File: src/sfbfe_map.vh
// Constants for the serial flash bus front end
`ifndef SFBFE_MAP_VH
`define SFBFE_MAP_VH
// ****************************************
// Opcodes
// ****************************************
`define SFBFE_OP_DUAL_OUT   8'h3B
`define SFBFE_OP_DUAL_IO    8'hBB
`define SFBFE_OP_DUAL_ID    8'h92
`define SFBFE_OP_QUAD_OUT   8'h6B
`define SFBFE_OP_QUAD_IO    8'hEB
`define SFBFE_OP_QUAD_WORD  8'hE7
`define SFBFE_OP_QUAD_ID    8'h94
`define SFBFE_OP_QUAD_PROG  8'h32
`define SFBFE_OP_QPI_ENTER  8'h38
`define SFBFE_OP_QPI_EXIT   8'hFF
`define SFBFE_OP_RST_ARM    8'h66
`define SFBFE_OP_RST_DO     8'h99
// ****************************************
// Memory map
// ****************************************
`define SFBFE_ADDR_BITS     21
`define SFBFE_SECTOR_LSB    12
`define SFBFE_HALF_LSB      15
`define SFBFE_BLOCK_LSB     16
`define SFBFE_SECTOR_BITS   9
`define SFBFE_HALF_BITS     6
`define SFBFE_BLOCK_BITS    5
// ****************************************
// Widths (lines per clock)
// ****************************************
`define SFBFE_W_SINGLE      2'h0
`define SFBFE_W_DUAL        2'h1
`define SFBFE_W_QUAD        2'h2
`endif

File: src/sfbfe_sync.v
// Two-flop synchroniser for a bundle of pin inputs
module sfbfe_sync #(
  parameter WIDTH = 4
) (
  input  wire             clk,
  input  wire             sys_rst,
  input  wire [WIDTH-1:0] async_in,
  input  wire [WIDTH-1:0] rst_val,
  output reg  [WIDTH-1:0] sync_out
);
  reg [WIDTH-1:0] meta_reg;

  // First stage feeds only the second stage
  // No preset on purpose: a forced high would fake a select edge at release
  always @(posedge clk) begin
    meta_reg <= async_in;
    sync_out <= meta_reg;
  end
  // Reset and reset value kept for instance symmetry; the flops flush in reset
  wire unused_ok = sys_rst & (&rst_val);
endmodule // sfbfe_sync

File: src/sfbfe_map_decode.v
// Address to sector, half block and block decoder
`include "sfbfe_map.vh"
module sfbfe_map_decode (
  input  wire [23:0] addr_in,
  output wire [20:0] addr_wrapped,
  output wire [8:0]  sector_num,
  output wire [5:0]  half_num,
  output wire [4:0]  block_num
);
  assign addr_wrapped = addr_in[20:0];
  assign sector_num = addr_in[20:12];
  assign half_num = addr_in[20:15];
  assign block_num = addr_in[20:16];
endmodule // sfbfe_map_decode

File: src/sfbfe_front.v
// Serial flash bus front end: select, pause, mode and opcode/address shifting
// How it works
// - Array is 512 sectors of 4 KB over 21-bit byte addresses.
// - Sixteen consecutive sectors form each of 32 blocks of 64 KB.
// - Eight consecutive sectors form each of 64 half blocks of 32 KB.
// - Works with serial clock idling low or high (modes 0 and 3).
// - Inputs sampled on rising serial clock; outputs change after falling edge.
// - Dual opcodes turn lines 0 and 1 bidirectional, two bits per clock.
// - Quad opcodes use four bidirectional lines, four bits per clock.
// - Four-line opcodes execute only while quad enable bit is set or in quad mode.
// - Exactly one of SPI or quad instruction mode; 38h enters, FFh leaves.
// - Opcode takes eight clocks in SPI mode, two in quad mode.
// - SPI mode at power-up and after 66h then 99h reset.
// - Quad mode entry needs quad enable; all four lines bidirectional then.
// - After power-up stay unselected until a select falling edge.
// - Ignore opcodes during power-on reset; reset state on release.
// - On deselect, standby only when no internal write cycle runs.
// - During pause, release output and ignore data input and clock.
// - Pause keeps the bit position so shifting resumes exactly.
// - Select rising during pause abandons transaction, interface goes idle.
// - Pause begins or ends on pause pin level while clock is low.
// - Pause pin change with clock high waits until clock goes low.
// - Pause only honoured when quad enable is zero.
// - Pause never stops an internal write already running.
// - While deselected ignore inputs and release every output.
`include "sfbfe_map.vh"
module sfbfe_front (
  input  wire        clk,
  input  wire        sys_rst,
  input  wire        power_on_reset,
  input  wire        quad_enable_bit,
  input  wire        write_busy,
  input  wire        serial_clk,
  input  wire        select_n,
  input  wire [3:0]  data_in,
  input  wire [7:0]  tx_byte,
  output reg  [3:0]  data_out,
  output reg  [3:0]  data_oe,
  output reg         quad_instruction_mode,
  output reg         standby,
  output reg         paused,
  output reg         opcode_valid,
  output reg  [7:0]  opcode,
  output reg         addr_valid,
  output reg  [20:0] addr,
  output reg  [8:0]  sector_num,
  output reg  [5:0]  half_num,
  output reg  [4:0]  block_num,
  output reg         tx_load
);
  // ****************************************
  // States
  // ****************************************
  localparam ST_IDLE = 2'h0;
  localparam ST_CMD  = 2'h1;
  localparam ST_ADDR = 2'h2;
  localparam ST_DATA = 2'h3;

  // ****************************************
  // Input synchronisation
  // ****************************************
  wire [7:0] pins_sync;
  // Bit 4 is a spare lane held high
  sfbfe_sync #(
    .WIDTH    (8)
  ) u_sync (
    .clk      (clk),
    .sys_rst  (sys_rst),
    .async_in ({power_on_reset, serial_clk, select_n, 1'b1, data_in}),
    .rst_val  (8'hFF),
    .sync_out (pins_sync)
  );
  wire       por_s  = pins_sync[7];
  wire       sclk_s = pins_sync[6];
  wire       csn_s  = pins_sync[5];
  wire [3:0] dat_s  = pins_sync[3:0];

  // Lines-per-clock of an opcode; a function since decode is reused
  function [1:0] op_width;
    input [7:0] op;
    begin
      if (op == `SFBFE_OP_DUAL_OUT || op == `SFBFE_OP_DUAL_IO || op == `SFBFE_OP_DUAL_ID)
        op_width = `SFBFE_W_DUAL;
      else if (op == `SFBFE_OP_QUAD_OUT || op == `SFBFE_OP_QUAD_IO || op == `SFBFE_OP_QUAD_WORD ||
               op == `SFBFE_OP_QUAD_ID || op == `SFBFE_OP_QUAD_PROG)
        op_width = `SFBFE_W_QUAD;
      else
        op_width = `SFBFE_W_SINGLE;
    end
  endfunction

  // Opcodes followed by a three-byte address
  function has_addr;
    input [7:0] op;
    begin
      has_addr = (op == 8'h03) || (op == 8'h0B) || (op == 8'h02) || (op == 8'h20) ||
                 (op == 8'h52) || (op == 8'hD8) || (op == `SFBFE_OP_DUAL_OUT) ||
                 (op == `SFBFE_OP_DUAL_IO) || (op == `SFBFE_OP_QUAD_OUT) ||
                 (op == `SFBFE_OP_QUAD_IO) || (op == `SFBFE_OP_QUAD_WORD) ||
                 (op == `SFBFE_OP_QUAD_PROG);
    end
  endfunction

  // Opcodes whose data phase the device answers; programs, erases and
  // mode or reset opcodes only listen, so driving there would fight the host
  function op_drives;
    input [7:0] op;
    begin
      op_drives = !((op == 8'h02) || (op == 8'h20) || (op == 8'h52) || (op == 8'hD8) ||
                    (op == `SFBFE_OP_QUAD_PROG) || (op == `SFBFE_OP_QPI_ENTER) ||
                    (op == `SFBFE_OP_QPI_EXIT) || (op == `SFBFE_OP_RST_ARM) ||
                    (op == `SFBFE_OP_RST_DO));
    end
  endfunction

  // ****************************************
  // State registers
  // ****************************************
  reg        sclk_d_reg;
  reg        csn_d_reg;
  reg        armed_reg;
  reg        rst_arm_reg;
  reg [1:0]  state_reg;
  reg [4:0]  bit_cnt_reg;
  reg [1:0]  width_reg;
  reg [23:0] shift_reg;
  reg [7:0]  tx_reg;
  reg [3:0]  drive_reg;
  reg        por_d_reg;

  wire sclk_rise = sclk_s & ~sclk_d_reg;
  wire sclk_fall = ~sclk_s & sclk_d_reg;
  wire cs_fall   = ~csn_s & csn_d_reg;
  wire cs_rise   = csn_s & ~csn_d_reg;
  // selected only once armed by an edge
  wire selected  = armed_reg & ~csn_s & ~por_s;
  // pause pin read with clock low
  // pause only without quad enable
  // Pin is plain data once quad enable or quad mode owns it, even mid-pause
  wire pause_ok  = ~quad_enable_bit & ~quad_instruction_mode;
  wire pause_now = pause_ok & (sclk_s ? paused : ~dat_s[3]);
  wire act_rise  = sclk_rise & selected & ~pause_now & ~paused;
  wire act_fall  = sclk_fall & selected & ~pause_now & ~paused;
  wire op_allowed = (op_width(opcode) != `SFBFE_W_QUAD) || quad_enable_bit || quad_instruction_mode;

  // Bits gained per rising edge
  wire [4:0] step = (width_reg == `SFBFE_W_QUAD) ? 5'h04 :
                    (width_reg == `SFBFE_W_DUAL) ? 5'h02 : 5'h01;
  reg  [23:0] shift_next;
  reg  [4:0]  cnt_next;

  // shift in on the rising edge, at the current width
  always @* begin
    shift_next = shift_reg;
    case (width_reg)
      `SFBFE_W_QUAD: shift_next = {shift_reg[19:0], dat_s};
      `SFBFE_W_DUAL: shift_next = {shift_reg[21:0], dat_s[1:0]};
      default:       shift_next = {shift_reg[22:0], dat_s[0]};
    endcase
    cnt_next = bit_cnt_reg + step;
  end

  // Address decode, fed from the captured three bytes
  wire [20:0] dec_addr;
  wire [8:0]  dec_sector;
  wire [5:0]  dec_half;
  wire [4:0]  dec_block;
  sfbfe_map_decode u_dec (
    .addr_in      (shift_next),
    .addr_wrapped (dec_addr),
    .sector_num   (dec_sector),
    .half_num     (dec_half),
    .block_num    (dec_block)
  );

  // ****************************************
  // Edge history and select arming
  // ****************************************
  always @(posedge clk) begin
    if (sys_rst) begin
      // Follow the pins through reset: a preset here would fake a select edge
      sclk_d_reg <= sclk_s;
      csn_d_reg  <= csn_s;
      armed_reg  <= 1'b0;
      por_d_reg  <= por_s;
    end else begin
      sclk_d_reg <= sclk_s;
      csn_d_reg  <= csn_s;
      por_d_reg  <= por_s;
      if (por_s)
        armed_reg <= 1'b0;
      else if (cs_fall)
        armed_reg <= 1'b1;
    end
  end

  // ****************************************
  // Transaction sequencer
  // ****************************************
  always @(posedge clk) begin
    opcode_valid <= 1'b0;
    addr_valid   <= 1'b0;
    tx_load      <= 1'b0;
    // held in reset state during power-on reset
    if (sys_rst || por_s) begin
      state_reg             <= ST_IDLE;
      bit_cnt_reg           <= 5'h00;
      width_reg             <= `SFBFE_W_SINGLE;
      shift_reg             <= 24'h000000;
      quad_instruction_mode <= 1'b0;
      rst_arm_reg           <= 1'b0;
      opcode                <= 8'h00;
      addr                  <= 21'h000000;
      sector_num            <= 9'h000;
      half_num              <= 6'h00;
      block_num             <= 5'h00;
      paused                <= 1'b0;
      tx_reg                <= 8'h00;
      drive_reg             <= 4'h0;
      opcode_valid          <= 1'b0;
      addr_valid            <= 1'b0;
      tx_load               <= 1'b0;
    end else if (csn_s || !armed_reg) begin
      // deselect abandons any transaction, paused or not
      state_reg   <= ST_IDLE;
      bit_cnt_reg <= 5'h00;
      paused      <= 1'b0;
      drive_reg   <= 4'h0;
    end else begin
      // pause freezes counters and shift state
      paused <= pause_now;
      if (state_reg == ST_IDLE) begin
        state_reg   <= ST_CMD;
        bit_cnt_reg <= 5'h00;
        // quad mode takes opcode on four lines
        width_reg   <= quad_instruction_mode ? `SFBFE_W_QUAD : `SFBFE_W_SINGLE;
      end else if (act_rise) begin
        shift_reg   <= shift_next;
        bit_cnt_reg <= cnt_next;
        if (state_reg == ST_CMD && cnt_next == 5'h08) begin
          opcode       <= shift_next[7:0];
          opcode_valid <= 1'b1;
          bit_cnt_reg  <= 5'h00;
          rst_arm_reg  <= (shift_next[7:0] == `SFBFE_OP_RST_ARM);
          // 66h then 99h returns to SPI mode
          if (rst_arm_reg && shift_next[7:0] == `SFBFE_OP_RST_DO)
            quad_instruction_mode <= 1'b0;
          // enter and leave quad instruction mode
          else if (shift_next[7:0] == `SFBFE_OP_QPI_ENTER && quad_enable_bit)
            quad_instruction_mode <= 1'b1;
          else if (shift_next[7:0] == `SFBFE_OP_QPI_EXIT)
            quad_instruction_mode <= 1'b0;
          if (op_width(shift_next[7:0]) == `SFBFE_W_QUAD && !quad_enable_bit && !quad_instruction_mode)
            state_reg <= ST_DATA;
          else begin
            state_reg <= has_addr(shift_next[7:0]) ? ST_ADDR : ST_DATA;
            if (quad_instruction_mode)
              width_reg <= `SFBFE_W_QUAD;
            else if (shift_next[7:0] == `SFBFE_OP_DUAL_IO || shift_next[7:0] == `SFBFE_OP_QUAD_IO ||
                     shift_next[7:0] == `SFBFE_OP_QUAD_WORD || shift_next[7:0] == `SFBFE_OP_DUAL_ID ||
                     shift_next[7:0] == `SFBFE_OP_QUAD_ID || shift_next[7:0] == `SFBFE_OP_QUAD_PROG)
              width_reg <= op_width(shift_next[7:0]);
            else
              width_reg <= `SFBFE_W_SINGLE;
          end
        end else if (state_reg == ST_ADDR && cnt_next == 5'h18) begin
          addr        <= dec_addr;
          sector_num  <= dec_sector;
          half_num    <= dec_half;
          block_num   <= dec_block;
          addr_valid  <= 1'b1;
          bit_cnt_reg <= 5'h00;
          state_reg   <= ST_DATA;
          if (!quad_instruction_mode)
            width_reg <= op_width(opcode);
        end else if (state_reg == ST_DATA && cnt_next == 5'h08) begin
          bit_cnt_reg <= 5'h00;
        end
      end else if (act_fall && state_reg == ST_DATA && op_drives(opcode) && op_allowed) begin
        // output changes after falling edge
        // Only answering opcodes load a byte and turn lines around
        if (bit_cnt_reg == 5'h00) begin
          tx_reg  <= tx_byte;
          tx_load <= 1'b1;
        end
        case (width_reg)
          `SFBFE_W_QUAD: drive_reg <= 4'hF;
          `SFBFE_W_DUAL: drive_reg <= 4'h3;
          default:       drive_reg <= 4'h2;
        endcase
      end
    end
  end

  // Bit to present, indexed by the position counter
  // At a byte start the new byte is loaded on the same edge, so take it direct
  wire [7:0] out_byte = (bit_cnt_reg == 5'h00) ? tx_byte : tx_reg;
  reg [3:0] out_bits;
  always @* begin
    out_bits = 4'h0;
    case (width_reg)
      `SFBFE_W_QUAD: out_bits = (bit_cnt_reg[2] == 1'b0) ? out_byte[7:4] : out_byte[3:0];
      `SFBFE_W_DUAL: out_bits = {2'b00, out_byte[3'h7 - bit_cnt_reg[2:0]],
                                 out_byte[3'h6 - bit_cnt_reg[2:0]]};
      default:       out_bits = {2'b00, out_byte[3'h7 - bit_cnt_reg[2:0]], 1'b0};
    endcase
  end

  // ****************************************
  // Pin drive and standby
  // ****************************************
  always @(posedge clk) begin
    if (sys_rst) begin
      data_out <= 4'h0;
      data_oe  <= 4'h0;
      standby  <= 1'b1;
    end else begin
      // new bits appear only after a serial clock fall
      if (act_fall && state_reg == ST_DATA)
        data_out <= out_bits;
      data_oe  <= (selected && !paused && state_reg == ST_DATA) ? drive_reg : 4'h0;
      // standby waits for the write cycle
      // write cycle runs on through pause
      standby  <= (csn_s || por_s) && !write_busy;
    end
  end
  // only edges counted, so idle clock level is irrelevant
  wire unused_edges = cs_rise & por_d_reg;
endmodule // sfbfe_front

File: config.mk
export PLATFORM = sky130hd
export DESIGN_NAME = sfbfe_front
export DESIGN_NICKNAME = d
export VERILOG_FILES = /design/src/sfbfe_sync.v /design/src/sfbfe_map_decode.v /design/src/sfbfe_front.v
export VERILOG_INCLUDE_DIRS = /design/src
export SDC_FILE = /design/constraint.sdc
export NUM_CORES = 1
export LEC_CHECK = 0
export BUFFER_PORTS_ARGS = -buffer_cell sky130_fd_sc_hd__buf_4
export CAP_MARGIN = 20
export CORE_UTILIZATION = 35
export DETAILED_ROUTE_END_ITERATION = 8
export PLACE_DENSITY = 0.61
export SYNTH_ARGS = -nofsm -noshare
export SYNTH_HDL_FRONTEND = slang
export SYNTH_SLANG_ARGS = --single-unit
File: constraint.sdc
create_clock -name clk -period 9.14 [get_ports clk]
set_clock_uncertainty 0.05 [all_clocks]
set_input_delay 0.914 -clock clk [delete_from_list [all_inputs] [get_ports clk]]
set_output_delay 0.914 -clock clk [all_outputs]
set_load 0.01 [all_outputs]
# Word level (Yosys, flattened, before mapping)

Cells that the tools add are included.
W data, S select, Z words.

Register bits: 122
Input port bits: 19
Output and inout bits: 63
Word-level logic and storage cells: 231

Add/sub/neg operators: 3
Magnitude comparators: 2
Equality and inequality tests: 45
Multiplexer cells: 45
Bitwise gates (word level): 28
Reduce and logical (&&, ||, !) cells: 82

Operator list:

| kind                 | count |
|---|---|
| $eq A8 B8 Y1 const B | 16 |
| $eq A8 B6 Y1 const B | 8 |
| $eq A8 B7 Y1 const B | 6 |
| $mux W2              | 21 |
| $pmux W21 S2         | 1 |
| $logic_or A1 B1 Y1   | 41 |
| $eq A8 B2 Y1 const B | 3 |
| $pmux W4 S2          | 2 |
| $mux W5              | 3 |
| $not A1 Y1           | 15 |
| $reduce_and A5 Y1    | 3 |
| $and A1 B1 Y1        | 13 |
| $logic_and A1 B1 Y1  | 13 |
| $mux W1              | 13 |
| $reduce_or A5 Y1     | 2 |
| $eq A2 B2 Y1 const B | 4 |
| $eq A8 B4 Y1 const B | 1 |
| $lt A3 B4 Y1 const B | 2 |
| $mux W8              | 1 |
| $reduce_and A4 Y1    | 2 |
| $bmux W1 S3          | 2 |
| $logic_not A1 Y1     | 6 |
| $reduce_and A3 Y1    | 2 |
| $reduce_bool A3 Y1   | 2 |
| 17 further kinds     | 23 |

# Longest topological paths before layout

Gate-level depths: netlist of the first run.

Word-level depth: 21
Mapped depth: 14
Depth with buffers taken out: 12

# Hierarchy

A second synthesis of the first run with hierarchy kept.

Cell total of the unflattened synthesis: 750
Area total of the unflattened synthesis: 6308.6 um2

By module, submodules not included:

| module           | instances | cells each | area an instance (um2) |
|---|---|---|---|
| sfbfe_front      | 1         | 693        | 5680.4 |
| sfbfe_sync       | 1         | 16         | 320.3 |
| sfbfe_map_decode | 1         | 41         | 307.8 |

# Worst setup path after synthesis of the first run

No wires, ideal clock.

Kind: register to register
From: reg width_reg[0]
To: reg width_reg[1]
Library setup time: 72 ps
Arrival: 2878 ps
Required time: 9018 ps
Slack: 6140 ps
Cell stages (with the launch flop): 13
Period minus slack after synthesis: 3000 ps
Path through: dfxtp_1 > inv_1 > ha_1 > ha_1 > inv_1 > fa_1 > nand2b_1 > a211o_1 > a31oi_1 > a21oi_1 > o41a_1 > a211oi_1 > mux2i_1

Cells in the longest elaborated chain, start to end: 19

RTL lines:

| what                                                          | line              | text |
|---|---|---|
| from (decl)                                                   | sfbfe_front.v:125 | `reg [1:0] width_reg;` |
| from (signal assigned)                                        | sfbfe_front.v:208 | `` width_reg <= `SFBFE_W_SINGLE; `` |
| from (signal assigned)                                        | sfbfe_front.v:236 | `` width_reg <= quad_instruction_mode ? `SFBFE_W_QUAD : `SFBFE_W_SINGLE; `` |
| from (signal assigned)                                        | sfbfe_front.v:258 | `` width_reg <= `SFBFE_W_QUAD; `` |
| $eq A2 B1 Y1 or $eq A2 B2 Y1 (tied branches)                  | sfbfe_front.v:155 | `case (width_reg)` |
| $pmux W21 S2                                                  | sfbfe_front.v:155 |  |
| $eq A8 B7 Y1 (no source line) or $eq A8 B8 Y1 (tied branches) | -                 |  |
| $logic_or A1 B1 Y1 (no source line) (4 in series)             | -                 |  |
| $mux W2                                                       | sfbfe_front.v:84  | `` else if (op == `SFBFE_OP_QUAD_OUT \|\| op == `SFBFE_OP_QUAD_IO \|\| op == `SFBFE_OP_QUAD_WORD \|\| `` |
| $mux W2                                                       | sfbfe_front.v:82  | `` if (op == `SFBFE_OP_DUAL_OUT \|\| op == `SFBFE_OP_DUAL_IO \|\| op == `SFBFE_OP_DUAL_ID) `` |
| $mux W2                                                       | sfbfe_front.v:240 | `if (state_reg == ST_CMD && cnt_next == 5'h08) begin` |
| $mux W2                                                       | sfbfe_front.v:237 | `end else if (act_rise) begin` |
| $mux W2                                                       | sfbfe_front.v:232 | `if (state_reg == ST_IDLE) begin` |
| $mux W2                                                       | sfbfe_front.v:223 | `end else if (csn_s \|\| !armed_reg) begin` |
| $mux W2                                                       | sfbfe_front.v:205 | `if (sys_rst \|\| por_s) begin` |
| $eq A2 B2 Y1 (no source line)                                 | -                 |  |
| $logic_and A1 B1 Y1 (2 in series)                             | sfbfe_front.v:253 | `` if (op_width(shift_next[7:0]) == `SFBFE_W_QUAD && !quad_enable_bit && !quad_instruction_mode) `` |
| $ne A3 B3 Y1 (no source line)                                 | -                 |  |
| $reduce_and A5 Y1 (no source line)                            | -                 |  |

Parallel ways exist; a longest one is shown, timed or not. The select of a mux whose other input is x is not followed.
A chain may end at the register's enable or synchronous reset.

# Worst setup path in the final report of the first run

From: reg width_reg[0]
To: reg rst_arm_reg

Cells in the longest elaborated chain, start to end: 7

RTL lines:

| what                               | line              | text |
|---|---|---|
| $eq A2 B1 Y1                       | sfbfe_front.v:155 |  |
| $mux W2                            | sfbfe_front.v:148 | `` (width_reg == `SFBFE_W_DUAL) ? 5'h02 : 5'h01; `` |
| $mux W3                            | sfbfe_front.v:147 | `` wire [4:0] step = (width_reg == `SFBFE_W_QUAD) ? 5'h04 : `` |
| $add A5 B3 Y5                      | sfbfe_front.v:160 | `cnt_next = bit_cnt_reg + step;` |
| $eq A5 B4 Y1                       | sfbfe_front.v:240 |  |
| $logic_and A1 B1 Y1                | sfbfe_front.v:240 |  |
| $reduce_and A4 Y1 (no source line) | -                 |  |
| to (signal assigned)               | sfbfe_front.v:244 | `` rst_arm_reg <= (shift_next[7:0] == `SFBFE_OP_RST_ARM); `` |
| to (decl)                          | sfbfe_front.v:122 | `reg rst_arm_reg;` |

Parallel ways exist; a longest one is shown, timed or not.

==> metrics.cfg, run 1 <==
[run_status]
outcome = finished clean

[synth]
synth-simple-area-share_pct = 22.5
synth_compound_area_share_pct = 18.6
syn_avg_cell_area_um2 = 8.54
synth_top_family_by_area = simple AND/OR/NAND/NOR gates
synthAdderAreaFrac_pct = 2.58
synth_mux_area_share_pct = 7.42
yosysTopAreaCell = dfxtp_1
synth_edf_count = 0
syn_nets = 631
async_flop_share_pct = 0
synth_top_area_share_pct = 38.9
synthCells = 602
synth-xor-area-share_pct = 0.681
ys_types = 74
synthFlopType = dfxtp_1
netlist_top_cells_area = dfxtp_1 (39%), a21oi_1 (5.6%), nor2_1 (5.6%), mux2i_1 (5.4%), nand2_1 (4.5%)
ys_seq_area_share_pct = 38.9
syn_area_um2 = 5140
synth-seq-cells = 100
yosys_warnings = 0

[cells_and_area]
layout_common_cells = dfxtp_1 (100), buf_4 (87), nor2_1 (77)
nNetsFinal = 666
drive_gt1_share_pct = 19.9
antenna_cells = 0
final_common_cell = dfxtp_1
area_growth_pct = 15.4
largest_reg_flops = 21
fin_cells = 822

[global_routing]
grt_pass1_wl_um = 20400
antenna_found_initial = 0
grt_max_degree = 57
grt_usage_pct = 17.3
grt_pass1_vias = 4053
overflow = 0

[placement]
io_buffer_count = 81
gp_congestion = 0.863
dp_hpwl_um = 8770
dpl.cell_count = 804

[routing]
drtIter0Drc = 407
drcViolationCount = 0
viasPerCell = 5.31
postRouteWirelength_um = 12600
drtAntennaViolNets = 0
drt-pass1-iter-count = 5
route.vias.total = 4367
wire_per_inst_um = 15.3

[floorplanning]
start_util_pct = 36.5
die_w_um = 123
io_pins = 82
dieArea_um2 = 15200
coreArea_um2 = 14100
die_y_um = 123
rows = 43

[timing]
fin_crit_sh_pct = 40.9
clock.fmax_ghz = 0.267
min_period_ns = 3.74
tns_ns = 0
maxSlewViolCount = 0
tightest_slew_ns = 1.02
rsz0062_at_grt = no
setup_violations = 0
final_hold_viol_count = 0
slew_headroom_pct = 29.7

[worst_setup_path]
start_kind = flop
criticalPathCategory = reg2reg
worstPathRequired_ns = 9.37
rr_worst_depth = 12
endpoint_kind = flop
cp.arrival_ns = 3.97
crit_fanout = 38

[cts]
insertion_delay_ns = 0.35
h-tree-depth = 3
postCtsSetupBuffers = 0
path_clk_slew_ns = 0.07
clockRootBuffer = clkbuf_16
cts-resized-gates = 0
cts_buffer_depth = 2
numCtsBuffers = 9
cts_tree = built
clock_sinks = 100
postCtsHoldBufs = 0

[pwr]
p_per_area_nw_per_um2 = 149
p_leak_nw = 2.22
power_w = 0.000884
ir_drop_mv = 0.0907

[worst_hold_path]
hp-class = reg2reg
holdPathStages = 0

[job]
drv_cap = 0

==> worst max-delay path, cell delays in order (launching register included) <==
cell     delay [ns]
dfxtp_1        0.36
inv_1          0.09
ha_1           0.28
buf_4          0.33
ha_1           0.24
inv_1          0.05
fa_1           0.39
xnor2_1        0.17
nor3b_2        0.40
and4_1         0.29
nand3_1        0.40
or3_1          0.50
a21oi_1        0.12
==> synthesized netlist by cell type, types with 4 or more instances <==
master,count
a21o_1,4
a21oi_1,58
a221o_1,11
a22oi_1,9
buf_2,5
buf_4,21
buf_6,8
clkbuf_1,25
clkbuf_8,4
dfxtp_1,100
ha_1,9
inv_1,15
mux2i_1,28
nand2_1,62
nand2b_1,6
nand3_1,15
nand3b_1,4
nand4_1,5
nor2_1,77
nor3_1,8
nor4_1,7
o21ai_0,25
or2_2,11
or3_1,8
==> power breakdown <==
part | internal (W) | switching (W)
Combinational | 0.00000958 | 0.0000110
Clock | 0.000255 | 0.000165
Sequential | 0.000440 | 0.00000351
==> final cells by class <==
type / count / area [um^2]
flip-flops and latches: 100 / 2000
clock inverters: 5 / 81.3
clock buffers: 11 / 253
multi-input cells: 423 / 2660
repair buffers: 88 / 658
fillers: 1463 / 8160
inverters: 15 / 56.3
well taps: 180 / 225
==> per-stage QoR <==
stage | utilization (%) | setup slack (ns) | hold WS (ns) | cell area [um^2]
final | 42.1 | 5.40 | 0.277 | 5940
after global routing | 42.1 | 5.07 | 0.282 | 5940
after detailed placement | 39.7 | 5.47 | 0.262 | 5590
after global placement | 39.7 | 5.53 | 0.264 | 5590
after CTS | 42.0 | 5.44 | 0.278 | 5920
after floorplan | - | 6.14 | 0.260 | 5140
==> cell families after synthesis <==
family,after synthesis
AO/OA/AOI/OAI,146
multiplexers,32
XOR/XNOR,4
flip-flops,100
adder cells (fa/ha/maj),10
AND/OR/NAND/NOR,231
buffers and inverters,79
==> final timing paths <==
| kind | start | to | slack (ns) |
|---|---|---|---|
| hold / removal | u_sync.meta_reg[6]$_DFF_P_ | u_sync.sync_out[6]$_DFF_P_ | 0.28 |
| hold reg to reg | u_sync.meta_reg[6]$_DFF_P_ | u_sync.sync_out[6]$_DFF_P_ | 0.28 |
| setup reg to reg | width_reg[0]$_SDFFE_PP0P_ | rst_arm_reg$_SDFFE_PP0P_ | 5.40 |
| setup / recovery | width_reg[0]$_SDFFE_PP0P_ | rst_arm_reg$_SDFFE_PP0P_ | 5.40 |
==> metal layers <==
metal	track usage, %	vias up	wire length [um]
met5	0	-	0
met4	6.48	0	192
met1	24.1	2046	6040
li1	-	2185	-
met2	25.8	122	5700
met3	4.11	14	616
Note: power is estimated with default switching activity, not from simulation.
==> run 2, diff against run 1 <==
- ABC_AREA: not set -> 1
- clock period: 9.14 -> 3.9 ns (I/O delays scaled with it)
==> run 2 against run 1 <==
Worst hold slack got worse by 0.19 ns. Largest power group unchanged. Combinational power rose to 3.3 times the previous value. Core utilization fell by 0.39 points. Synthesized cell count rose by 21%. Total power rose by 130%. Setup slack got worse by 4.6 ns. Final cell count rose by 18%. Clock-buffer cell count rose by 1.
==> metrics.cfg, run 2 <==
[pwr]
ir_drop_mv = 0.219  ; was 0.0907 mV
p_per_area_nw_per_um2 = 331  ; was 149 nW/um^2
p_leak_nw = 2.56  ; was 2.22 nW

[worst_setup_path]
crit_path_frequent_cell = inv_1
start_kind = flop  ; unchanged
crit_buf_inv = 5  ; was 3
crit_fanout = 29  ; was 38
cp.arrival_ns = 3.27  ; was 3.97 ns
timing.rr.end = addr[0]$_SDFFE_PP0P_  ; was rst_arm_reg$_SDFFE_PP0P_
reg2reg_from = width_reg[0]$_SDFFE_PP0P_  ; unchanged
rrSetupSlack_ns = 0.83  ; was 5.40 ns
criticalPathCategory = reg2reg  ; unchanged
endpoint_kind = flop  ; unchanged
cpLargestDelayFamily = adder cells  ; was simple AND/OR/NAND/NOR gates
slowest_delay_ns = 0.40  ; was 0.50 ns
worstPathRequired_ns = 4.10  ; was 9.37 ns
crit_path_cell_trace = inv_1 > ha_1 > ha_1 > inv_1 > fa_1 > inv_1 > a21oi_1 > o21bai_1 > nand2_1 > nor2_1 > nand3_1 > inv_1 > nand3_1 > inv_2 > nor2_1 > a211oi_1  ; was inv_1 > ha_1 > buf_4 > ha_1 > inv_1 > fa_1 > xnor2_1 > nor3b_2 > and4_1 > nand3_1 > or3_1 > a21oi_1
rr_worst_depth = 16  ; was 12
worst_path_max_delay_cell = fa_1  ; was or3_1

[routing]
top_layer_used = met4  ; unchanged
drcViolationCount = 0  ; unchanged
route.vias.total = 4672  ; was 4,367
drt-pass1-iter-count = 4  ; was 5
postRouteWirelength_um = 12700  ; was 12,600 um
wire_per_inst_um = 13.1  ; was 15.3 um
wl_met1_um = 6690  ; was 6040 um
drtAntennaViolNets = 0  ; unchanged
drtIter0Drc = 371  ; was 407
met3WireLength_um = 432  ; was 616 um
route.met2.wl_um = 5400  ; was 5700 um
viasPerCell = 4.84  ; was 5.31

[floorplanning]
coreArea_um2 = 14600  ; was 14,100 um^2
start_util_pct = 35.9  ; was 36.5%
dieArea_um2 = 15500  ; was 15,200 um^2
die_y_um = 124  ; was 123 um
die_w_um = 124  ; was 123 um
io_pins = 82  ; unchanged
rows = 44  ; was 43

[cells_and_area]
final_common_cell = nand2_1  ; was dfxtp_1
drive_gt1_share_pct = 18.5  ; was 19.9%
antenna_cells = 0  ; unchanged
fillers = 1519  ; was 1,463
area_growth_pct = 16.2  ; was 15.4%
seq_area_um2 = 2000  ; unchanged
largest_reg_flops = 21  ; unchanged
multi_input_area_um2 = 2580  ; was 2660 um^2
post-route-util_pct = 41.7  ; was 42.1%
layout_common_cells = nand2_1 (121), dfxtp_1 (100), nor2_1 (95)  ; was dfxtp_1 (100), buf_4 (87), nor2_1 (77)
fin_cells = 966  ; was 822
nNetsFinal = 806  ; was 666

[timing]
hold_slack_ns = 0.0908  ; was 0.277 ns
maxSlewViolCount = 0  ; unchanged
tightest_slew_ns = 0.830  ; was 1.02 ns
fin_crit_sh_pct = 78.6  ; was 40.9%
min_period_ns = 3.07  ; was 3.74 ns
rsz0062_at_grt = no  ; unchanged
clock.fmax_ghz = 0.326  ; was 0.267 GHz
final_hold_viol_count = 0  ; unchanged
slew_headroom_pct = 44.6  ; was 29.7%
tns_ns = 0  ; unchanged
setup_violations = 0  ; unchanged

[global_routing]
grt_usage_pct = 16.8  ; was 17.3%
grt_pass1_wl_um = 21200  ; was 20,400 um
overflow = 0  ; unchanged
grt_max_degree = 57  ; unchanged
grt_pass1_vias = 4218  ; was 4,053
antenna_found_initial = 0  ; unchanged

[cts]
cts_tree = built  ; unchanged
clock_sinks = 100  ; unchanged
path_clk_slew_ns = 0.07  ; about the same
clockRootBuffer = clkbuf_16  ; unchanged
insertion_delay_ns = 0.35  ; about the same
cts_buffer_depth = 2  ; unchanged
cts-resized-gates = 0  ; unchanged
h-tree-depth = 3  ; unchanged
postCtsSetupBuffers = 0  ; unchanged
numCtsBuffers = 9  ; unchanged
postCtsHoldBufs = 0  ; unchanged

[synth]
ys_seq_area_share_pct = 38.2  ; was 38.9%
synth-seq-cells = 100  ; unchanged
yosysTopAreaCell = dfxtp_1  ; unchanged
synthCells = 730  ; was 602
synth_edf_count = 0  ; unchanged
yosys_warnings = 0  ; unchanged
synthFlopType = dfxtp_1  ; unchanged
syn_avg_cell_area_um2 = 7.18  ; was 8.54 um^2
syn_area_um2 = 5240  ; was 5140 um^2
post-synth-top-count-cell = nand2_1  ; was dfxtp_1
synth_top_area_share_pct = 38.2  ; was 38.9%
netlist_top_cells_area = dfxtp_1 (38%), nand2_1 (8.7%), o21ai_0 (6.9%), nor2_1 (6.9%), a21oi_1 (5.8%)  ; was dfxtp_1 (39%), a21oi_1 (5.6%), nor2_1 (5.6%), mux2i_1 (5.4%), nand2_1 (4.5%)
async_flop_share_pct = 0  ; unchanged
syn_nets = 759  ; was 631
ys_types = 42  ; was 74
synth_commonest_cells = nand2_1 (121), dfxtp_1 (100), nor2_1 (96)  ; was dfxtp_1 (100), nor2_1 (77), nand2_1 (62)

[worst_hold_path]
hold_start = data_in[1]  ; was u_sync.meta_reg[6]$_DFF_P_
holdPathStages = 1  ; was 0
hp-class = in2reg  ; was reg2reg
whs_endpoint = u_sync.meta_reg[1]$_DFF_P_  ; was u_sync.sync_out[6]$_DFF_P_

[placement]
dpl.cell_count = 950  ; was 804
dp_hpwl_um = 9120  ; was 8770 um
io_buffer_count = 81  ; unchanged
gp_congestion = 0.862  ; was 0.863

[run_status]
outcome = finished clean  ; unchanged

[job]
drv_cap = 0  ; unchanged

## run 2: changes by cell type after synthesis, sizes merged, moves of 8 or more
cell	delta
nand2	+72
inv	+69
nand3	+45
o21ai	+45
nor2	+29
mux2i	-28
clkbuf	-17
a221o	-11
o221ai	+11
or2	-10
a22oi	-8
nor4	-8
or3	-8
## run 2: layout make-up
class                   count  area share (%)
clock buffers              12            4.21
repair buffers             85            10.5
multi-input cells         495            42.5
flip-flops and latches    100            32.9
inverters                  86            5.39
well taps                 184            3.78
clock inverters             4           0.781
## run 2: power breakdown
group,switching (W),total [W],internal (W)
sequential,0.00000406,0.00104,0.00103
combinational,0.0000419,0.0000681,0.0000262
clock,0.000381,0.000911,0.000530
total,0.000427,0.00201,0.00159
## run 2: metal layers
metal	vias to the layer above	track usage, %
li1	2476	-
met1	2101	24.3
met2	84	24.4
met3	11	3.52
met4	0	5.74
met5	-	0
## run 2: kinds of logic after synthesis
family                   Yosys count  share of synthesized area (%)
AND/OR/NAND/NOR                  319                           29.1
adder cells (fa/ha/maj)           10                           2.53
flip-flops                       100                           38.2
buffers and inverters            135                           12.5
XOR/XNOR                           2                          0.334
AO/OA/AOI/OAI                    164                           17.3
## run 2: per-stage QoR
step | cell area, um^2 | worst slack, ns | power, W
2_1_floorplan | 5240 | 1.31 | 0.00110
3_3_place_gp | 5780 | 0.962 | 0.00113
3_5_place_dp | 5780 | 0.864 | 0.00113
4_1_cts | 6090 | 0.839 | 0.00205
5_1_grt | 6090 | 0.422 | 0.00210
6_report | 6090 | 0.833 | 0.00201
## run 2: how the worst max path moves through the flow
stage,end,from,cells after the start
2_1_floorplan,addr[16]$_SDFFE_PP0P_,width_reg[0]$_SDFFE_PP0P_,14
3_3_place_gp,opcode[1]$_SDFFE_PP0P_,width_reg[0]$_SDFFE_PP0P_,12
3_5_place_dp,addr[3]$_SDFFE_PP0P_,width_reg[0]$_SDFFE_PP0P_,16
4_1_cts,opcode[1]$_SDFFE_PP0P_,width_reg[0]$_SDFFE_PP0P_,12
5_1_grt,addr[2]$_SDFFE_PP0P_,width_reg[0]$_SDFFE_PP0P_,16
6_report,addr[0]$_SDFFE_PP0P_,width_reg[0]$_SDFFE_PP0P_,16
==> run 3, diff against run 2 <==
- clock period: 3.9 -> 3.21 ns (I/O delays scaled with it)
==> run 3 against run 2 <==
Flip-flop and latch count is the same. Highest routed layer unchanged. Sequential power rose by 21%. Critical path type unchanged. First-iteration DRC count fell by 7.3%. Largest cell class unchanged.
==> metrics.cfg, run 3 (synthesis results as in run 2) <==
[cts]
h-tree-depth = 3  ; unchanged
cts_buffer_depth = 2  ; unchanged
clock_sinks = 100  ; unchanged
path_clk_slew_ns = 0.06  ; was 0.07 ns
numCtsBuffers = 9  ; unchanged
cts_tree = built  ; unchanged
insertion_delay_ns = 0.36  ; was 0.35 ns
clockRootBuffer = clkbuf_16  ; unchanged

[worst_setup_path]
slowest_delay_ns = 0.39  ; was 0.40 ns
start_kind = flop  ; unchanged
worst_path_max_delay_cell = fa_1  ; unchanged
endpoint_kind = flop  ; unchanged
crit_path_cell_trace = inv_1 > ha_1 > ha_1 > inv_1 > fa_1 > inv_1 > a21oi_1 > o21bai_1 > nand2_1 > nor2_1 > nand3_1 > inv_1 > nand3_1 > inv_6 > o21ai_0 > a21oi_1  ; was inv_1 > ha_1 > ha_1 > inv_1 > fa_1 > inv_1 > a21oi_1 > o21bai_1 > nand2_1 > nor2_1 > nand3_1 > inv_1 > nand3_1 > inv_2 > nor2_1 > a211oi_1
crit_fanout = 29  ; unchanged
rr_worst_depth = 16  ; unchanged
criticalPathCategory = reg2reg  ; unchanged
crit_path_frequent_cell = inv_1  ; unchanged
worstPathRequired_ns = 3.45  ; was 4.10 ns
cp.arrival_ns = 3.16  ; was 3.27 ns

[timing]
min_period_ns = 2.92  ; was 3.07 ns
maxSlewViolCount = 0  ; unchanged
hold_slack_ns = 0.0143  ; was 0.0908 ns
final_hold_viol_count = 0  ; unchanged
setup_violations = 0  ; unchanged
fin_crit_sh_pct = 91.0  ; was 78.6%
rsz0062_at_grt = yes  ; was no
tns_ns = 0  ; unchanged
clock.fmax_ghz = 0.342  ; was 0.326 GHz
tightest_slew_ns = 0.550  ; was 0.830 ns
slew_headroom_pct = 63.3  ; was 44.6%

[floorplanning]
dieArea_um2 = 15500  ; unchanged
coreArea_um2 = 14600  ; unchanged
rows = 44  ; unchanged
die_w_um = 124  ; unchanged
io_pins = 82  ; unchanged
die_y_um = 124  ; unchanged
start_util_pct = 35.9  ; unchanged

[placement]
gp_congestion = 0.852  ; was 0.862
io_buffer_count = 81  ; unchanged
dp_hpwl_um = 9380  ; was 9120 um
placed_area_um2 = 5830  ; was 5780 um^2

[routing]
viasPerCell = 4.90  ; was 4.84
wire_per_inst_um = 13.4  ; was 13.1 um
drcViolationCount = 0  ; unchanged
route.vias.total = 4791  ; was 4,672
drt-pass1-iter-count = 5  ; was 4
drtIter0Drc = 344  ; was 371
met3WireLength_um = 558  ; was 432 um
top_layer_used = met4  ; unchanged
wl_met1_um = 6570  ; was 6690 um
route.met2.wl_um = 5800  ; was 5400 um
drtAntennaViolNets = 0  ; unchanged
postRouteWirelength_um = 13100  ; was 12,700 um

[global_routing]
grt_max_degree = 57  ; unchanged
overflow = 0  ; unchanged
grt_pass1_vias = 4476  ; was 4,218
antenna_found_initial = 0  ; unchanged
grt_pass1_wl_um = 21900  ; was 21,200 um
grt_usage_pct = 17.4  ; was 16.8%

[pwr]
p_sw_w = 0.000545  ; was 0.000427 W
ir_drop_mv = 0.283  ; was 0.219 mV
p_seq_share_pct = 46.7  ; was 51.4%
intPower_w = 0.00215  ; was 0.00159 W
power_frac_comb_pct = 3.2  ; was 3.4%
power_frac_clock_pct = 50.1  ; was 45.2%
p_sw_share_pct = 20.2  ; was 21.2%
p_leak_nw = 2.63  ; was 2.56 nW
p_per_area_nw_per_um2 = 431  ; was 331 nW/um^2

[cells_and_area]
antenna_cells = 0  ; unchanged
layout_common_cells = nand2_1 (120), dfxtp_1 (100), nor2_1 (95)  ; was nand2_1 (121), dfxtp_1 (100), nor2_1 (95)
final_common_cell = nand2_1  ; unchanged
fin_area_um2 = 6260  ; was 6090 um^2
largest_reg_flops = 21  ; unchanged
fillers = 1507  ; was 1,519
drive_gt1_share_pct = 19.4  ; was 18.5%
nNetsFinal = 817  ; was 806
area_growth_pct = 19.4  ; was 16.2%

[run_status]
outcome = finished clean  ; unchanged

[worst_hold_path]
hp-class = in2reg  ; unchanged
holdPathStages = 1  ; unchanged

[job]
drv_cap = 0  ; unchanged

[run 3: cell types whose count changed in the layout (fill, tap and decap cells not counted), sizes merged]
| cell | change |
|---|---|
| clkinv | -2 |
| dlygate4sd3 | +4 |
| bufinv | +3 |
| clkbuf | -2 |
| buf | +7 |
| clkinvlp | +1 |
[run 3: path summary, 6_finish.rpt]
path	from	end	slack, ns
hold / removal	select_n	u_sync.meta_reg[5]$_DFF_P_	0.01
setup / recovery	width_reg[0]$_SDFFE_PP0P_	addr[20]$_SDFFE_PP0P_	0.29
setup reg to reg	width_reg[0]$_SDFFE_PP0P_	addr[20]$_SDFFE_PP0P_	0.29
hold reg to reg	u_sync.meta_reg[3]$_DFF_P_	u_sync.sync_out[3]$_DFF_P_	0.28
[run 3: cell type report]
type	count	area, um^2	share of cell area [%]
Clock buffer	10	239	3.82
Clock inverter	6	135	2.16
Inverter	86	333	5.32
Multi-Input combinational cell	495	2590	41.3
Sequential cell	100	2000	32.0
Tap cell	184	230	3.68
Timing Repair Buffer	96	731	11.7
[run 3: worst max-delay path: cells and delay by family (launching register included)]
| family | cells | cell delay, ns |
|---|---|---|
| adder cells (fa/ha/maj) | 3 | 0.85 |
| AND/OR/NAND/NOR | 4 | 0.52 |
| AO/OA/AOI/OAI | 4 | 0.48 |
| buffers and inverters | 5 | 0.58 |
| flip-flops | 1 | 0.36 |
[run 3: per-stage QoR]
stage	utilization, %	total power [W]	setup WS [ns]	std cells
floorplan	-	0.00134	0.615	730
global placement	40.0	0.00137	0.303	957
detailed placement	40.0	0.00137	0.182	957
CTS	42.7	0.00273	0.140	975
global route	42.9	0.00279	-0.000216	977
finish	42.9	0.00269	0.290	977
[run 3: repair_timing]
| action | 4_1_cts | 5_1_grt |
|---|---|---|
| endpoints found under the hold margin | 2 | 2 |
| setup endpoints to repair | 0 | 17 |
| hold buffers | 2 | 2 |
| setup buffers | 0 | 0 |
| gates resized for setup | 0 | 4 |
[run 3: layer usage]
layer / track usage [%] / vias to the layer above
met5: 0 / -
met4: 5.95 / 0
met3: 3.78 / 12
met2: 26.8 / 117
met1: 23.9 / 2165
li1: - / 2497
[run 3: power groups by stage]
| stage | clock network, W | registers, W | logic (W) |
|---|---|---|---|
| floorplan | 0 | 0.00129 | 0.0000507 |
| global placement | 0 | 0.00129 | 0.0000832 |
| detailed placement | 0 | 0.00129 | 0.0000834 |
| CTS | 0.00138 | 0.00126 | 0.0000855 |
| global route | 0.00143 | 0.00126 | 0.0000970 |
| finish | 0.00135 | 0.00126 | 0.0000868 |
